File: src/inc/tsa_pkg.sv
/*
  Shared constants and types of the timeslot access block: register map, field positions,
  reset values and the bus request and answer structures.
  Assumes a 32-bit AXI4-Lite master with byte addresses of 8 bits.
*/
package tsa_pkg;
  // ****************************************************************
  // Register map
  // ****************************************************************
  localparam logic [7:0] OFS_FIRST_SLOT_CONFIG = 8'h00;
  localparam logic [7:0] OFS_SECOND_SLOT_CONFIG = 8'h04;
  localparam logic [7:0] OFS_FIFO_SLOT_CONTROL = 8'h08;
  localparam logic [7:0] OFS_STROBE_CONTROL_ONE = 8'h0C;
  localparam logic [7:0] OFS_STROBE_CONTROL_TWO = 8'h10;
  localparam logic [7:0] OFS_STROBE_CONFIGURATION = 8'h14;
  localparam logic [7:0] OFS_MONITOR_CONTROL = 8'h18;
  localparam logic [7:0] OFS_MONITOR_TX = 8'h1C;
  localparam logic [7:0] OFS_STATUS = 8'h20;
  // ****************************************************************
  // Field positions
  // ****************************************************************
  localparam int POS_LINE_SELECT = 7;
  localparam int POS_SHORT_LINE = 3;
  localparam int POS_FIRST_EN = 4;
  localparam int POS_SECOND_EN = 5;
  localparam int POS_SHORT_EN = 6;
  localparam int POS_STROBE_EN = 8;
  localparam int POS_MON_LINE = 3;
  localparam int POS_MON_EN = 4;
  localparam int POS_MON_TERMINAL = 5;
  localparam int POS_MON_SLAVE = 6;
  localparam int POS_OVERFLOW = 8;
  localparam int POS_BIT_COUNT = 16;
  // ****************************************************************
  // Reset values and constants
  // ****************************************************************
  localparam logic LINE_DOWN = 1'b0;
  localparam logic [6:0] MONITOR_CONTROL_RESET = 7'h10;
  localparam logic [1:0] SHORT_SLOT_BITS = 2'h2;
  localparam logic [1:0] SLOT_IN_CHANNEL_MON = 2'h2;
  localparam logic [1:0] SLOT_IN_CHANNEL_SHORT = 2'h3;
  localparam logic [2:0] TERMINAL_CHANNELS = 3'h3;
  localparam int FIFO_DEPTH = 16;
  localparam int FIFO_WIDTH = 2;
  localparam logic [1:0] RESP_OKAY = 2'h0;
  localparam logic [1:0] RESP_DECERR = 2'h3;

  typedef struct packed {
    logic awvalid;
    logic [7:0] awaddr;
    logic wvalid;
    logic [31:0] wdata;
    logic [3:0] wstrb;
    logic bready;
    logic arvalid;
    logic [7:0] araddr;
    logic rready;
  } tsa_axi_req_t;

  typedef struct packed {
    logic awready;
    logic wready;
    logic bvalid;
    logic [1:0] bresp;
    logic arready;
    logic rvalid;
    logic [31:0] rdata;
    logic [1:0] rresp;
  } tsa_axi_rsp_t;
endpackage : tsa_pkg

File: src/rtl/tsa_sync.sv
/*
  Two-stage synchroniser for levels that arrive from outside the core clock domain.
  Assumes the inputs are levels held for several core clock periods.
*/
`timescale 1ns/1ps
module tsa_sync #(
  parameter int WIDTH = 1
) (
  input wire logic coreClk,
  input wire logic srst,
  input wire logic [WIDTH-1:0] asyncIn,
  output logic [WIDTH-1:0] syncOut
);
  logic [WIDTH-1:0] meta_q;
  logic [WIDTH-1:0] meta_d;
  logic [WIDTH-1:0] sync_d;

  always_comb begin
    meta_d = asyncIn;
    sync_d = meta_q;
  end

  always_ff @(posedge coreClk) begin
    if (srst) begin
      meta_q <= '0;
      syncOut <= '0;
    end else begin
      meta_q <= meta_d;
      syncOut <= sync_d;
    end
  end
endmodule : tsa_sync

File: src/rtl/tsa_fifo.sv
/*
  Synchronous first-in first-out buffer with valid and ready on both sides.
  Assumes one clock; depth is a power of two.
*/
`timescale 1ns/1ps
module tsa_fifo #(
  parameter int WIDTH = 2,
  parameter int DEPTH = 16
) (
  input wire logic coreClk,
  input wire logic srst,
  input wire logic inValid,
  output logic inReady,
  input wire logic [WIDTH-1:0] inData,
  output logic outValid,
  input wire logic outReady,
  output logic [WIDTH-1:0] outData
);
  localparam int AW = $clog2(DEPTH);
  logic [WIDTH-1:0] mem_q [DEPTH];
  logic [AW:0] wrPtr_q;
  logic [AW:0] wrPtr_d;
  logic [AW:0] rdPtr_q;
  logic [AW:0] rdPtr_d;
  logic push;
  logic pop;

  always_comb begin
    inReady = (wrPtr_q - rdPtr_q) != (AW+1)'(DEPTH);
    outValid = wrPtr_q != rdPtr_q;
    outData = mem_q[rdPtr_q[AW-1:0]];
    push = inValid && inReady;
    pop = outValid && outReady;
    wrPtr_d = wrPtr_q + (AW+1)'(push);
    rdPtr_d = rdPtr_q + (AW+1)'(pop);
  end

  always_ff @(posedge coreClk) begin
    if (srst) begin
      wrPtr_q <= '0;
      rdPtr_q <= '0;
    end else begin
      wrPtr_q <= wrPtr_d;
      rdPtr_q <= rdPtr_d;
    end
    if (push) begin
      mem_q[wrPtr_q[AW-1:0]] <= inData;
    end
  end
endmodule : tsa_fifo

File: src/rtl/tsa_top.sv
/*
  Timeslot access block of a frame-synchronous serial bus: FIFO timeslot mapping,
  two strobe outputs and monitor channel selection, configured over AXI4-Lite.
  Assumes bus clock, frame sync and data lines arrive asynchronously to core_clk and
  that the double-rate bus clock is slower than a quarter of core_clk.
*/
// Implementation choices: the address map and register access over AXI4-Lite.
// Behaviour
// [RULE_01] FIFO uses two byte slots, one two-bit slot.
// [RULE_02] Each slot has own number and line.
// [RULE_03] Each slot enabled alone; 2..18 bits/frame.
// [RULE_04] Byte slots: number field plus line bit.
// [RULE_05] Short slot: channel, line, three enables.
// [RULE_06] Bus slot bits to line, line bits back.
// [RULE_07] One bus frame maps to same line frame.
// [RULE_08] Two strobe outputs: strobe or gated clock.
// [RULE_09] Strobe on TS, TS+1, TS+3, each enabled.
// [RULE_10] TS, TS+1 eight bits; TS+3 two bits.
// [RULE_11] Gated clock passes only in window, else low.
// [RULE_12] Per-output bit selects gated clock mode.
// [RULE_13] Monitor channel: three terminal, eight otherwise.
// [RULE_14] Monitor line select and enable bit.
// [RULE_15] Reset: monitor channel 0, enabled, downstream.
// [RULE_16] Monitor links one master and one slave.
// [RULE_17] One bus bit is two double-rate clocks.
// [RULE_18] Bit counter cleared by sync, per bit.
`timescale 1ns/1ps
module tsa_top
  import tsa_pkg::*;
(
  input wire logic core_clk,
  input wire logic srst,
  input wire tsa_axi_req_t axiReq,
  output tsa_axi_rsp_t axiRsp,
  input wire logic doubleRateClock,
  input wire logic frameSync,
  input wire logic upstreamLineIn,
  output logic upstreamLineOut,
  output logic upstreamLineOe,
  input wire logic downstreamLineIn,
  output logic downstreamLineOut,
  output logic downstreamLineOe,
  output logic strobeOutOne,
  output logic strobeOutTwo,
  output logic lineTxValid,
  input wire logic lineTxReady,
  output logic [1:0] lineTxData,
  input wire logic lineRxValid,
  output logic lineRxReady,
  input wire logic lineRxData
);
  // ****************************************************************
  // Helpers
  // ****************************************************************
  function automatic logic [31:0] merge(input logic [31:0] old, input logic [31:0] wd,
                                        input logic [3:0] be);
    logic [31:0] m;
    m = old;
    for (int i = 0; i < 4; i++) begin
      if (be[i]) begin
        m[8*i +: 8] = wd[8*i +: 8];
      end
    end
    return m;
  endfunction : merge

  function automatic logic strobeWin(input logic [4:0] slot, input logic [2:0] idx,
                                     input logic [10:0] ctl);
    logic [4:0] ts;
    ts = ctl[4:0];
    return (ctl[POS_STROBE_EN] && slot == ts)
      || (ctl[POS_STROBE_EN+1] && slot == 5'(ts + 5'h1))
      || (ctl[POS_STROBE_EN+2] && slot == 5'(ts + 5'h3) && idx < 3'(SHORT_SLOT_BITS));
  endfunction : strobeWin

  // ****************************************************************
  // Pin synchronisers
  // ****************************************************************
  logic [3:0] pinSync;
  logic dclS;
  logic fscS;
  logic upS;
  logic downS;

  tsa_sync #(.WIDTH(4)) uSync (
    .coreClk(core_clk),
    .srst(srst),
    .asyncIn({doubleRateClock, frameSync, upstreamLineIn, downstreamLineIn}),
    .syncOut(pinSync)
  );

  always_comb begin
    {dclS, fscS, upS, downS} = pinSync;
  end

  // ****************************************************************
  // Registers
  // ****************************************************************
  logic [7:0] firstCfg_q, firstCfg_d, secondCfg_q, secondCfg_d;
  logic [6:0] fifoCtl_q, fifoCtl_d;
  logic [10:0] strobeCtlOne_q, strobeCtlOne_d, strobeCtlTwo_q, strobeCtlTwo_d;
  logic [1:0] strobeConf_q, strobeConf_d;
  logic [6:0] monCtl_q, monCtl_d;
  logic [7:0] monTx_q, monTx_d;
  logic overflow_q, overflow_d;
  logic awHeld_q, awHeld_d, wHeld_q, wHeld_d;
  logic [7:0] awAddr_q, awAddr_d;
  logic [31:0] wData_q, wData_d;
  logic [3:0] wStrb_q, wStrb_d;
  tsa_axi_rsp_t rsp_q, rsp_d;
  logic doWrite;
  logic [31:0] wm;
  logic [7:0] monRx_q;
  logic [7:0] bitCnt_q;
  logic overflowSet;

  always_comb begin
    firstCfg_d = firstCfg_q;
    secondCfg_d = secondCfg_q;
    fifoCtl_d = fifoCtl_q;
    strobeCtlOne_d = strobeCtlOne_q;
    strobeCtlTwo_d = strobeCtlTwo_q;
    strobeConf_d = strobeConf_q;
    monCtl_d = monCtl_q;
    monTx_d = monTx_q;
    overflow_d = overflow_q;
    awHeld_d = awHeld_q || (axiReq.awvalid && rsp_q.awready);
    wHeld_d = wHeld_q || (axiReq.wvalid && rsp_q.wready);
    awAddr_d = (axiReq.awvalid && rsp_q.awready) ? axiReq.awaddr : awAddr_q;
    wData_d = (axiReq.wvalid && rsp_q.wready) ? axiReq.wdata : wData_q;
    wStrb_d = (axiReq.wvalid && rsp_q.wready) ? axiReq.wstrb : wStrb_q;
    rsp_d = rsp_q;
    doWrite = awHeld_q && wHeld_q && !rsp_q.bvalid;
    wm = merge(32'h0000_0000, wData_q, wStrb_q);
    if (doWrite) begin
      awHeld_d = 1'b0;
      wHeld_d = 1'b0;
      rsp_d.bvalid = 1'b1;
      rsp_d.bresp = RESP_OKAY;
      unique case (awAddr_q) // [RULE_04] [RULE_05] [RULE_12]
        OFS_FIRST_SLOT_CONFIG: firstCfg_d = 8'(merge(32'(firstCfg_q), wData_q, wStrb_q));
        OFS_SECOND_SLOT_CONFIG: secondCfg_d = 8'(merge(32'(secondCfg_q), wData_q, wStrb_q));
        OFS_FIFO_SLOT_CONTROL: fifoCtl_d = 7'(merge(32'(fifoCtl_q), wData_q, wStrb_q));
        OFS_STROBE_CONTROL_ONE: strobeCtlOne_d = 11'(merge(32'(strobeCtlOne_q), wData_q, wStrb_q));
        OFS_STROBE_CONTROL_TWO: strobeCtlTwo_d = 11'(merge(32'(strobeCtlTwo_q), wData_q, wStrb_q));
        OFS_STROBE_CONFIGURATION: strobeConf_d = 2'(merge(32'(strobeConf_q), wData_q, wStrb_q));
        OFS_MONITOR_CONTROL: monCtl_d = 7'(merge(32'(monCtl_q), wData_q, wStrb_q)); // [RULE_14]
        OFS_MONITOR_TX: monTx_d = 8'(merge(32'(monTx_q), wData_q, wStrb_q));
        OFS_STATUS: overflow_d = overflow_q && !wm[POS_OVERFLOW];
        default: rsp_d.bresp = RESP_DECERR;
      endcase
    end
    if (overflowSet) begin
      overflow_d = 1'b1;
    end
    if (rsp_q.bvalid && axiReq.bready) begin
      rsp_d.bvalid = 1'b0;
    end
    rsp_d.awready = !awHeld_d;
    rsp_d.wready = !wHeld_d;
    if (rsp_q.rvalid && axiReq.rready) begin
      rsp_d.rvalid = 1'b0;
    end
    if (axiReq.arvalid && rsp_q.arready) begin
      rsp_d.rvalid = 1'b1;
      rsp_d.rresp = RESP_OKAY;
      unique case (axiReq.araddr)
        OFS_FIRST_SLOT_CONFIG: rsp_d.rdata = {24'h0, firstCfg_q};
        OFS_SECOND_SLOT_CONFIG: rsp_d.rdata = {24'h0, secondCfg_q};
        OFS_FIFO_SLOT_CONTROL: rsp_d.rdata = {25'h0, fifoCtl_q};
        OFS_STROBE_CONTROL_ONE: rsp_d.rdata = {21'h0, strobeCtlOne_q};
        OFS_STROBE_CONTROL_TWO: rsp_d.rdata = {21'h0, strobeCtlTwo_q};
        OFS_STROBE_CONFIGURATION: rsp_d.rdata = {30'h0, strobeConf_q};
        OFS_MONITOR_CONTROL: rsp_d.rdata = {25'h0, monCtl_q};
        OFS_MONITOR_TX: rsp_d.rdata = {24'h0, monTx_q};
        OFS_STATUS: rsp_d.rdata = {8'h00, bitCnt_q, 7'h00, overflow_q, monRx_q};
        default: begin
          rsp_d.rdata = 32'h0000_0000;
          rsp_d.rresp = RESP_DECERR;
        end
      endcase
    end
    rsp_d.arready = !rsp_d.rvalid;
  end

  always_ff @(posedge core_clk) begin
    if (srst) begin
      firstCfg_q <= 8'h00;
      secondCfg_q <= 8'h00;
      fifoCtl_q <= 7'h00;
      strobeCtlOne_q <= 11'h000;
      strobeCtlTwo_q <= 11'h000;
      strobeConf_q <= 2'h0;
      monCtl_q <= MONITOR_CONTROL_RESET; // [RULE_15]
      monTx_q <= 8'hFF;
      overflow_q <= 1'b0;
      awHeld_q <= 1'b0;
      wHeld_q <= 1'b0;
      awAddr_q <= 8'h00;
      wData_q <= 32'h0000_0000;
      wStrb_q <= 4'h0;
      rsp_q <= '{awready: 1'b1, wready: 1'b1, arready: 1'b1, default: '0};
    end else begin
      firstCfg_q <= firstCfg_d;
      secondCfg_q <= secondCfg_d;
      fifoCtl_q <= fifoCtl_d;
      strobeCtlOne_q <= strobeCtlOne_d;
      strobeCtlTwo_q <= strobeCtlTwo_d;
      strobeConf_q <= strobeConf_d;
      monCtl_q <= monCtl_d;
      monTx_q <= monTx_d;
      overflow_q <= overflow_d;
      awHeld_q <= awHeld_d;
      wHeld_q <= wHeld_d;
      awAddr_q <= awAddr_d;
      wData_q <= wData_d;
      wStrb_q <= wStrb_d;
      rsp_q <= rsp_d;
    end
  end

  always_comb begin
    axiRsp = rsp_q;
  end

  // ****************************************************************
  // Frame timing
  // ****************************************************************
  // Frame sync is looked at only on double-rate clock edges, so a glitch between edges
  // cannot restart the frame.
  logic dclPrev_q, dclPrev_d, fscPrev_q, fscPrev_d, phase_q, phase_d, newBit_q, newBit_d;
  logic [7:0] bitCnt_d;
  logic dclRise, sampleNow;
  logic [4:0] slot;
  logic [2:0] idx;

  always_comb begin
    dclRise = dclS && !dclPrev_q;
    dclPrev_d = dclS;
    fscPrev_d = dclRise ? fscS : fscPrev_q;
    phase_d = phase_q;
    bitCnt_d = bitCnt_q;
    newBit_d = 1'b0;
    sampleNow = dclRise && !phase_q && !(fscS && !fscPrev_q);
    if (dclRise && fscS && !fscPrev_q) begin
      bitCnt_d = 8'h00; // [RULE_18]
      phase_d = 1'b0;
      newBit_d = 1'b1;
    end else if (dclRise) begin
      phase_d = !phase_q; // [RULE_17]
      if (phase_q) begin
        bitCnt_d = 8'(bitCnt_q + 8'h01); // [RULE_18]
        newBit_d = 1'b1;
      end
    end
    slot = bitCnt_q[7:3];
    idx = bitCnt_q[2:0];
  end

  always_ff @(posedge core_clk) begin
    if (srst) begin
      dclPrev_q <= 1'b0;
      fscPrev_q <= 1'b0;
      phase_q <= 1'b0;
      bitCnt_q <= 8'h00;
      newBit_q <= 1'b0;
    end else begin
      dclPrev_q <= dclPrev_d;
      fscPrev_q <= fscPrev_d;
      phase_q <= phase_d;
      bitCnt_q <= bitCnt_d;
      newBit_q <= newBit_d;
    end
  end

  // ****************************************************************
  // FIFO slots, monitor channel and line drivers
  // ****************************************************************
  logic firstHit, secondHit, shortHit, anyHit, hitLine, monHit, monTxLine;
  logic frameFirst_q, frameFirst_d, pushValid_q, pushValid_d, fifoInReady;
  logic [1:0] pushData_q, pushData_d;
  logic txBit_q, txBit_d, rxReady_q, rxReady_d;
  logic [7:0] monShift_q, monShift_d, monRx_d;
  logic upOut_d, upOe_d, downOut_d, downOe_d, rxLineBit;

  always_comb begin
    firstHit = fifoCtl_q[POS_FIRST_EN] && slot == firstCfg_q[4:0]; // [RULE_01] [RULE_03]
    secondHit = fifoCtl_q[POS_SECOND_EN] && slot == secondCfg_q[4:0]; // [RULE_01] [RULE_03]
    shortHit = fifoCtl_q[POS_SHORT_EN] && slot == {fifoCtl_q[2:0], SLOT_IN_CHANNEL_SHORT}
      && idx < 3'(SHORT_SLOT_BITS); // [RULE_01] [RULE_03]
    anyHit = firstHit || secondHit || shortHit;
    hitLine = firstHit ? firstCfg_q[POS_LINE_SELECT]
      : secondHit ? secondCfg_q[POS_LINE_SELECT] : fifoCtl_q[POS_SHORT_LINE]; // [RULE_02]
    monHit = monCtl_q[POS_MON_EN] && slot == {monCtl_q[2:0], SLOT_IN_CHANNEL_MON}
      && (!monCtl_q[POS_MON_TERMINAL] || monCtl_q[2:0] < TERMINAL_CHANNELS); // [RULE_13] [RULE_14]
    monTxLine = monCtl_q[POS_MON_LINE] ^ monCtl_q[POS_MON_SLAVE]; // [RULE_16]
    rxLineBit = 1'b0;
    frameFirst_d = (newBit_q && bitCnt_q == 8'h00) ? 1'b1 : frameFirst_q;
    pushValid_d = 1'b0;
    pushData_d = pushData_q;
    overflowSet = 1'b0;
    monShift_d = monShift_q;
    monRx_d = monRx_q;
    if (sampleNow && anyHit) begin
      rxLineBit = (hitLine == LINE_DOWN) ? downS : upS; // [RULE_06]
      pushValid_d = fifoInReady;
      pushData_d = {frameFirst_q, rxLineBit}; // [RULE_07]
      overflowSet = !fifoInReady;
      frameFirst_d = 1'b0;
    end
    if (sampleNow && monHit) begin
      monShift_d = {monShift_q[6:0], (monTxLine == LINE_DOWN) ? upS : downS};
      if (idx == 3'h7) begin
        monRx_d = {monShift_q[6:0], (monTxLine == LINE_DOWN) ? upS : downS};
      end
    end
    rxReady_d = newBit_q && anyHit && !rxReady_q; // [RULE_06]
    txBit_d = txBit_q;
    if (rxReady_q) begin
      txBit_d = lineRxValid ? lineRxData : 1'b1;
    end
    upOut_d = 1'b1;
    upOe_d = 1'b0;
    downOut_d = 1'b1;
    downOe_d = 1'b0;
    if (anyHit) begin
      if (hitLine == LINE_DOWN) begin
        upOut_d = txBit_q;
        upOe_d = 1'b1;
      end else begin
        downOut_d = txBit_q;
        downOe_d = 1'b1;
      end
    end else if (monHit) begin
      if (monTxLine == LINE_DOWN) begin
        downOut_d = monTx_q[3'h7 - idx];
        downOe_d = 1'b1;
      end else begin
        upOut_d = monTx_q[3'h7 - idx];
        upOe_d = 1'b1;
      end
    end
  end

  always_ff @(posedge core_clk) begin
    if (srst) begin
      frameFirst_q <= 1'b0;
      pushValid_q <= 1'b0;
      pushData_q <= 2'h0;
      txBit_q <= 1'b1;
      lineRxReady <= 1'b0;
      rxReady_q <= 1'b0;
      monShift_q <= 8'h00;
      monRx_q <= 8'h00;
      upstreamLineOut <= 1'b1;
      upstreamLineOe <= 1'b0;
      downstreamLineOut <= 1'b1;
      downstreamLineOe <= 1'b0;
    end else begin
      frameFirst_q <= frameFirst_d;
      pushValid_q <= pushValid_d;
      pushData_q <= pushData_d;
      txBit_q <= txBit_d;
      lineRxReady <= rxReady_d;
      rxReady_q <= rxReady_d;
      monShift_q <= monShift_d;
      monRx_q <= monRx_d;
      upstreamLineOut <= upOut_d;
      upstreamLineOe <= upOe_d;
      downstreamLineOut <= downOut_d;
      downstreamLineOe <= downOe_d;
    end
  end

  // Lost bits set the sticky overflow flag rather than stalling: the bus cannot wait.
  logic fifoOutValid;
  logic [1:0] fifoOutData;
  logic popNow;

  tsa_fifo #(.WIDTH(FIFO_WIDTH), .DEPTH(FIFO_DEPTH)) uFifo (
    .coreClk(core_clk),
    .srst(srst),
    .inValid(pushValid_q),
    .inReady(fifoInReady),
    .inData(pushData_q),
    .outValid(fifoOutValid),
    .outReady(popNow),
    .outData(fifoOutData)
  );

  always_comb begin
    popNow = fifoOutValid && (!lineTxValid || lineTxReady);
  end

  always_ff @(posedge core_clk) begin
    if (srst) begin
      lineTxValid <= 1'b0;
      lineTxData <= 2'h0;
    end else if (popNow) begin
      lineTxValid <= 1'b1;
      lineTxData <= fifoOutData; // [RULE_06]
    end else if (lineTxReady) begin
      lineTxValid <= 1'b0;
    end
  end

  // ****************************************************************
  // Strobe outputs
  // ****************************************************************
  logic strobeOne_d, strobeTwo_d;

  always_comb begin
    strobeOne_d = strobeWin(slot, idx, strobeCtlOne_q) // [RULE_09] [RULE_10]
      && (!strobeConf_q[0] || phase_q); // [RULE_11] [RULE_12]
    strobeTwo_d = strobeWin(slot, idx, strobeCtlTwo_q) // [RULE_08] [RULE_10]
      && (!strobeConf_q[1] || phase_q); // [RULE_11] [RULE_12]
  end

  always_ff @(posedge core_clk) begin
    if (srst) begin
      strobeOutOne <= 1'b0;
      strobeOutTwo <= 1'b0;
    end else begin
      strobeOutOne <= strobeOne_d;
      strobeOutTwo <= strobeTwo_d;
    end
  end
endmodule : tsa_top

File: config.mk
export PLATFORM = sky130hd
export DESIGN_NAME = tsa_top
export DESIGN_NICKNAME = d
export VERILOG_FILES = /design/src/inc/tsa_pkg.sv /design/src/rtl/tsa_sync.sv /design/src/rtl/tsa_fifo.sv /design/src/rtl/tsa_top.sv
export SDC_FILE = /design/constraint.sdc
export NUM_CORES = 1
export LEC_CHECK = 0
export BUFFER_PORTS_ARGS = -buffer_cell sky130_fd_sc_hd__buf_4
export CORE_AREA = 2 2 182 184
export CTS_BUF_LIST = sky130_fd_sc_hd__clkbuf_8
export DETAILED_ROUTE_END_ITERATION = 7
export DIE_AREA = 0 0 184 186
export PLACE_DENSITY = 0.44
export SYNTH_ARGS = -nofsm -noshare
export SYNTH_HDL_FRONTEND = slang
export SYNTH_HIERARCHICAL = 1
export SYNTH_SLANG_ARGS = --single-unit
File: constraint.sdc
create_clock -name core_clk -period 3.2 [get_ports core_clk]
set_input_delay 0.64 -clock core_clk [delete_from_list [all_inputs] [get_ports core_clk]]
set_output_delay 0.64 -clock core_clk [all_outputs]
set_load 0.05 [all_outputs]
; ---- Yosys cells after proc, flatten, opt, wreduce, memory -nomap -nowiden
; Memory sizes are Yosys's and may differ from the RTL's. A register that Yosys moved wholly into a read port is not among the register bits.
; Index checks and enable logic that the tools add are counted.
; W data, S select, Z words.
[word_totals]
out_inout_bits = 51
mem_bits_ro = 0
register_bits = 185
elab_cells = 223
latchBits = 0
ram_bits = 32
mem_count = 1
in_bits = 66
[classes]
n_reduce_logical = 90
n_eq_ne = 29
n_mul = 0
n_div = 0
mux = 42
add_sub_neg = 9
n_bitwise = 2
shift = 0
magnitude_cmp = 3
[mem_list]
columns = name, depth, word_bits, read_ports, rd_clocked_by_memory_dff, wr, line_no
row1 = uFifo.mem_q, 16, 2, 1, 1, 1, tsa_fifo.sv:20  ; logic [WIDTH-1:0] mem_q [DEPTH];
[op_table]
columns = operator, n
row1 = $pmux W24 S9, 1
row2 = $eq A8 B5 Y1 const B, 8
row3 = $eq A5 B5 Y1, 10
row4 = $logic_and A1 B1 Y1, 38
row5 = $mux W1, 37
row6 = $mux W35, 1
row7 = $eq A8 B4 Y1 const B, 4
row8 = $reduce_and A3 Y1, 10
row9 = $logic_not A8 Y1, 3
row10 = $reduce_or A9 Y1, 2
row11 = $eq A8 B3 Y1 const B, 2
row12 = $eq A8 B6 Y1 const B, 2
row13 = $logic_not A1 Y1, 15
row14 = $logic_or A1 B1 Y1, 12
row15 = $add A5 B1 Y5, 2
row16 = $add A5 B1 Y5 const B, 2
row17 = $add A5 B2 Y5 const B, 2
row18 = $add A8 B1 Y8 const B, 1
row19 = $reduce_or A2 Y1, 4
row20 = $lt A3 B2 Y1 const B, 2
row21 = $reduce_and A2 Y1, 3
row22 = $reduce_bool A2 Y1, 3
row23 = $ne A5 B5 Y1, 1
row24 = $ne A5 B5 Y1 const B, 1
row25 = other kinds (8), 9

; ---- Logic depth before layout (Yosys ltp)
[depth]
ltp_word = 8
depth_mapped = 14
depth_no_buf = 13

; ---- Modules after synthesis
; The synthesis kept the hierarchy.
[by_module_without_submodules]
columns = mod, area_each_um2, seq_area_each_um2, instances, cells_each
row1 = tsa_top, 7352.1, 3083.0, 1, 855
row2 = tsa_fifo, 1978.1, 1161.1, 1, 146
row3 = tsa_sync, 210.2, 160.2, 1, 16

; ---- Least setup slack after synthesis
; Ideal clock, no wire load.
[synth_path]
kind = reg-to-reg
from = reg uFifo.rdPtr_q[1]
to = reg uFifo.wrPtr_q[4]
path_slack_ns = 0.364
arrival_ns = 2.708
path_stages_with_launch = 15
path_buffers = 1
cell_sequence = dfxtp_1 clkbuf_1 inv_1 ha_1 nor2b_4 o21a_1 or3_4 a22oi_4 inv_2 and2_1 ha_1 ha_1 nand3_1 xor2_1 nor2_1
[synth_between]
elab_chain_cells = 4
[synth_lines]
columns = element, line_no
row1 = from (decl), tsa_fifo.sv:23  ; logic [AW:0] rdPtr_q;
row2 = from (signal assigned), tsa_fifo.sv:44  ; rdPtr_q <= rdPtr_d;
row3 = $sub A5 B5 Y5, tsa_fifo.sv:29  ; inReady = (wrPtr_q - rdPtr_q) != (AW+1)'(DEPTH);
row4 = $ne A5 B5 Y1, tsa_fifo.sv:29
row5 = net fifoInReady, tsa_top.sv:280  ; logic frameFirst_q, frameFirst_d, pushValid_q, pushValid_d, fifoInReady;
row6 = $logic_and A1 B1 Y1, tsa_fifo.sv:32  ; push = inValid && inReady;
row7 = $add A5 B1 Y5, tsa_fifo.sv:34  ; wrPtr_d = wrPtr_q + (AW+1)'(push);
row8 = to (signal assigned), tsa_fifo.sv:43  ; wrPtr_q <= wrPtr_d;
row9 = to (decl), tsa_fifo.sv:21  ; logic [AW:0] wrPtr_q;
; The timed path passes the listed nets, and every way through them passes these cells.
; A chain may end at the register's enable or synchronous reset.

; ---- Worst setup path in the final report
[layout_path]
from = reg uFifo.wrPtr_q[0]
to = reg uFifo.wrPtr_q[4]
[layout_between]
elab_chain_cells = 4
[layout_lines]
columns = element, line_no
row1 = $sub A5 B5 Y5, tsa_fifo.sv:29
row2 = $ne A5 B5 Y1, tsa_fifo.sv:29
row3 = net fifoInReady, tsa_top.sv:280
row4 = $logic_and A1 B1 Y1, tsa_fifo.sv:32
row5 = $add A5 B1 Y5, tsa_fifo.sv:34
; The timed path passes the listed nets, and every way through them passes these cells.

==> impl_metrics.ini <==
[sta]
holdWs_ns = 0.317
rsz0062_at_grt = no
finalCritPeriodShare = 0.841
timing.setup.tns_ns = 0
worst_pin_slew_ns = 0.843
max_slew_margin = 0.434
slew_violations = 0
max_freq_mhz = 371
setup_viol = 0
fin_crit_ns = 2.69
skew_ns = 0.0175
hold_violations = 0

[power]
power-per-cell-area_nw_per_um2 = 509
power_uw = 5730
max-vdd-ir-drop_v = 0.000202
leakagePower_uw = 0.00463

[drt]
post_drt_via_cell_ratio = 4.81
postRouteAntennaNets = 0
drc_errors = 0
avgRoutedWirePerCell_um = 17.3
dr.pass1.iters = 7
detail_route.iter0.violations = 501
vias = 7311
wl_met1_um = 12900
totalWireLength_um = 26300
met2_length_um = 11600
met3_length_um = 1220
top_layer = met4

[outcome]
outcome = complete, no violations

[global_routing]
grt_pass1_wl_um = 41200
track_usage = 0.155
grt_overflow = 0
grt_max_degree = 72
antenna_found_initial = 0
grt_pass1_vias = 7208

[die]
die_x_um = 184
die_area_um2 = 34200
io_pins = 117
core_um2 = 32200
start_util = 0.296
die_h_um = 186
rows = 66

[finish]
filler_cell_count = 3338
final_cell_area_um2 = 11300
register_area_um2 = 4400
fin_nets = 1160
drive_gt1_frac = 0.169
insertedDiodeCount = 0
syn_to_final_growth_pct = 18.2
multi_input_area_um2 = 4670
final_util = 0.350

[clocking]
postCtsResizedCells = 0
cts_buffers = 40
worstSkewPairLatency_ns = 0.54
cts_buffer_depth = 3
post_cts_buffers = 0
cts_sinks = 204
htree_levels = 2
hold_buffers = 0
cts_tree = yes
path_clk_slew_ns = 0.06
cts-root-buf = clkbuf_8

[synth]
ys_seq_elements = 204
seq_area_frac_synth = 0.462
synth_area_um2 = 9540
synth_area_per_cell_um2 = 9.38
yosys_warnings = 6
synth.distinct_cells = 75
synthTopCellsByArea = dfxtp_1 36%, edfxtp_1 10%, mux2i_1 7.0%
yosysTopAreaCellShare = 0.361
synthFlopType = dfxtp_1
synth-edff-count = 32
async_flop_share = 0
syn_inst = 1017
yosys.area.top_type = dfxtp_1

[critical_path]
crit_type = reg2reg
critPathMaxFanout = 10
cp.arrival_ns = 3.09
start_kind = flop
setup.worst_path.end_class = flop
critPathRequiredTime_ns = 3.60

[placement]
placed_area_um2 = 10400
place_congestion = 0.782
io_buffers = 80
hpwl_um = 18200

[job]
drv_cap = 0

[hold_path]
hold_path_class = in2reg
==> kinds of logic (layout without fill, tap and decap cells) <==
logic type / count (synthesis) / count (layout) / share of synthesized area
XOR/XNOR: 52 / 52 / 0.0477
multiplexers: 87 / 87 / 0.112
flip-flops: 204 / 204 / 0.462
adder cells (fa/ha/maj): 14 / 14 / 0.0184
other: 1 / 13 / 0.000393
AND/OR/NAND/NOR: 400 / 400 / 0.203
buffers and inverters: 115 / 198 / 0.0539
AO/OA/AOI/OAI: 144 / 144 / 0.103
==> where the power goes <==
| part | leakage (µW) | switching (µW) | internal, µW | total, µW |
|---|---|---|---|---|
| combinational | 0.00244 | 214 | 104 | 318 |
| sequential | 0.00169 | 44.3 | 2630 | 2680 |
| clock | 0.000502 | 1150 | 1590 | 2740 |
| total | 0.00463 | 1410 | 4330 | 5730 |
==> state kept, by name, indices dropped and copies added (netlist names), 4 cells and up <==
register	count
firstCfg_q	8
monCtl_q	7
uFifo/rdPtr_q	5
strobeCtlTwo_q	11
secondCfg_q	8
monRx_q	8
monTx_q	8
fifoCtl_q	7
axiRsp	26
uSync/syncOut	4
strobeCtlOne_q	11
awAddr_q	8
uFifo/wrPtr_q	5
bitCnt_q	8
wData_q	11
uFifo/mem_q	32
uSync/meta_q	4
monShift_q	7
==> synthesized netlist by cell type (all sizes together) (16+ instances only) <==
master / instances
inv: 28
xor2: 27
nand2: 119
nand3: 44
nor2b: 25
nor2: 113
a21oi: 58
buf: 33
nor4: 17
mux2i: 67
nor3: 16
edfxtp: 32
o21ai: 17
dfxtp: 172
xnor2: 25
clkbuf: 53
==> worst max-delay path, stage by stage (launching register included) <==
cell	delay, ns
dfxtp_1	0.56
clkinv_1	0.16
ha_1	0.27
nand2b_1	0.11
xnor2_1	0.16
nand4b_1	0.20
a22oi_4	0.20
inv_2	0.06
and2_1	0.15
ha_1	0.19
ha_1	0.21
nand3_1	0.09
xor2_1	0.15
nor2_1	0.05
==> layer usage <==
layer  vias up  GRT usage
li1       3655          -
met1      3442      0.216
met2       175      0.248
met3        39     0.0280
met4         0     0.0413
met5         -          0
==> cell type report <==
cell class | count | area share
Multi-Input combinational cell | 710 | 0.415
Sequential cell | 204 | 0.391
Timing Repair Buffer | 95 | 0.0644
Clock buffer | 51 | 0.0623
Tap cell | 408 | 0.0453
Clock inverter | 23 | 0.0131
Inverter | 29 | 0.00966
==> cells in the final DEF, fill, tap and decap left out, types with 15 or more instances in the layout <==
cell,count
a21oi_1,58
buf_4,94
clkbuf_8,51
dfxtp_1,172
edfxtp_1,32
inv_1,44
mux2i_1,67
mux4_2,15
nand2_1,118
nand2b_1,15
nand3_1,44
nor2_1,112
nor2b_1,24
nor4_1,16
xnor2_1,25
xor2_1,27
==> path summary, 6_finish.rpt <==
kind / from / to / slack, ns / cells after the start
worst max-delay path: uFifo/wrPtr_q[0] / uFifo/wrPtr_q[4] / 0.51 / 13
worst min-delay path: downstreamLineIn / uSync/meta_q[0] / 0.32 / 2
worst max register to register: uFifo/wrPtr_q[0] / uFifo/wrPtr_q[4] / 0.51 / 13
worst min register to register: uSync/meta_q[3] / uSync/syncOut[3] / 0.43 / 1
==> metrics by stage <==
stage | setup slack [ns] | std cells
after global placement | 0.517 | 1446
after CTS | 0.481 | 1520
final | 0.508 | 1520
after global routing | 0.259 | 1520
after floorplan | 0.364 | 1029
after detailed placement | 0.512 | 1446
Power figures use the tool's default switching activity.
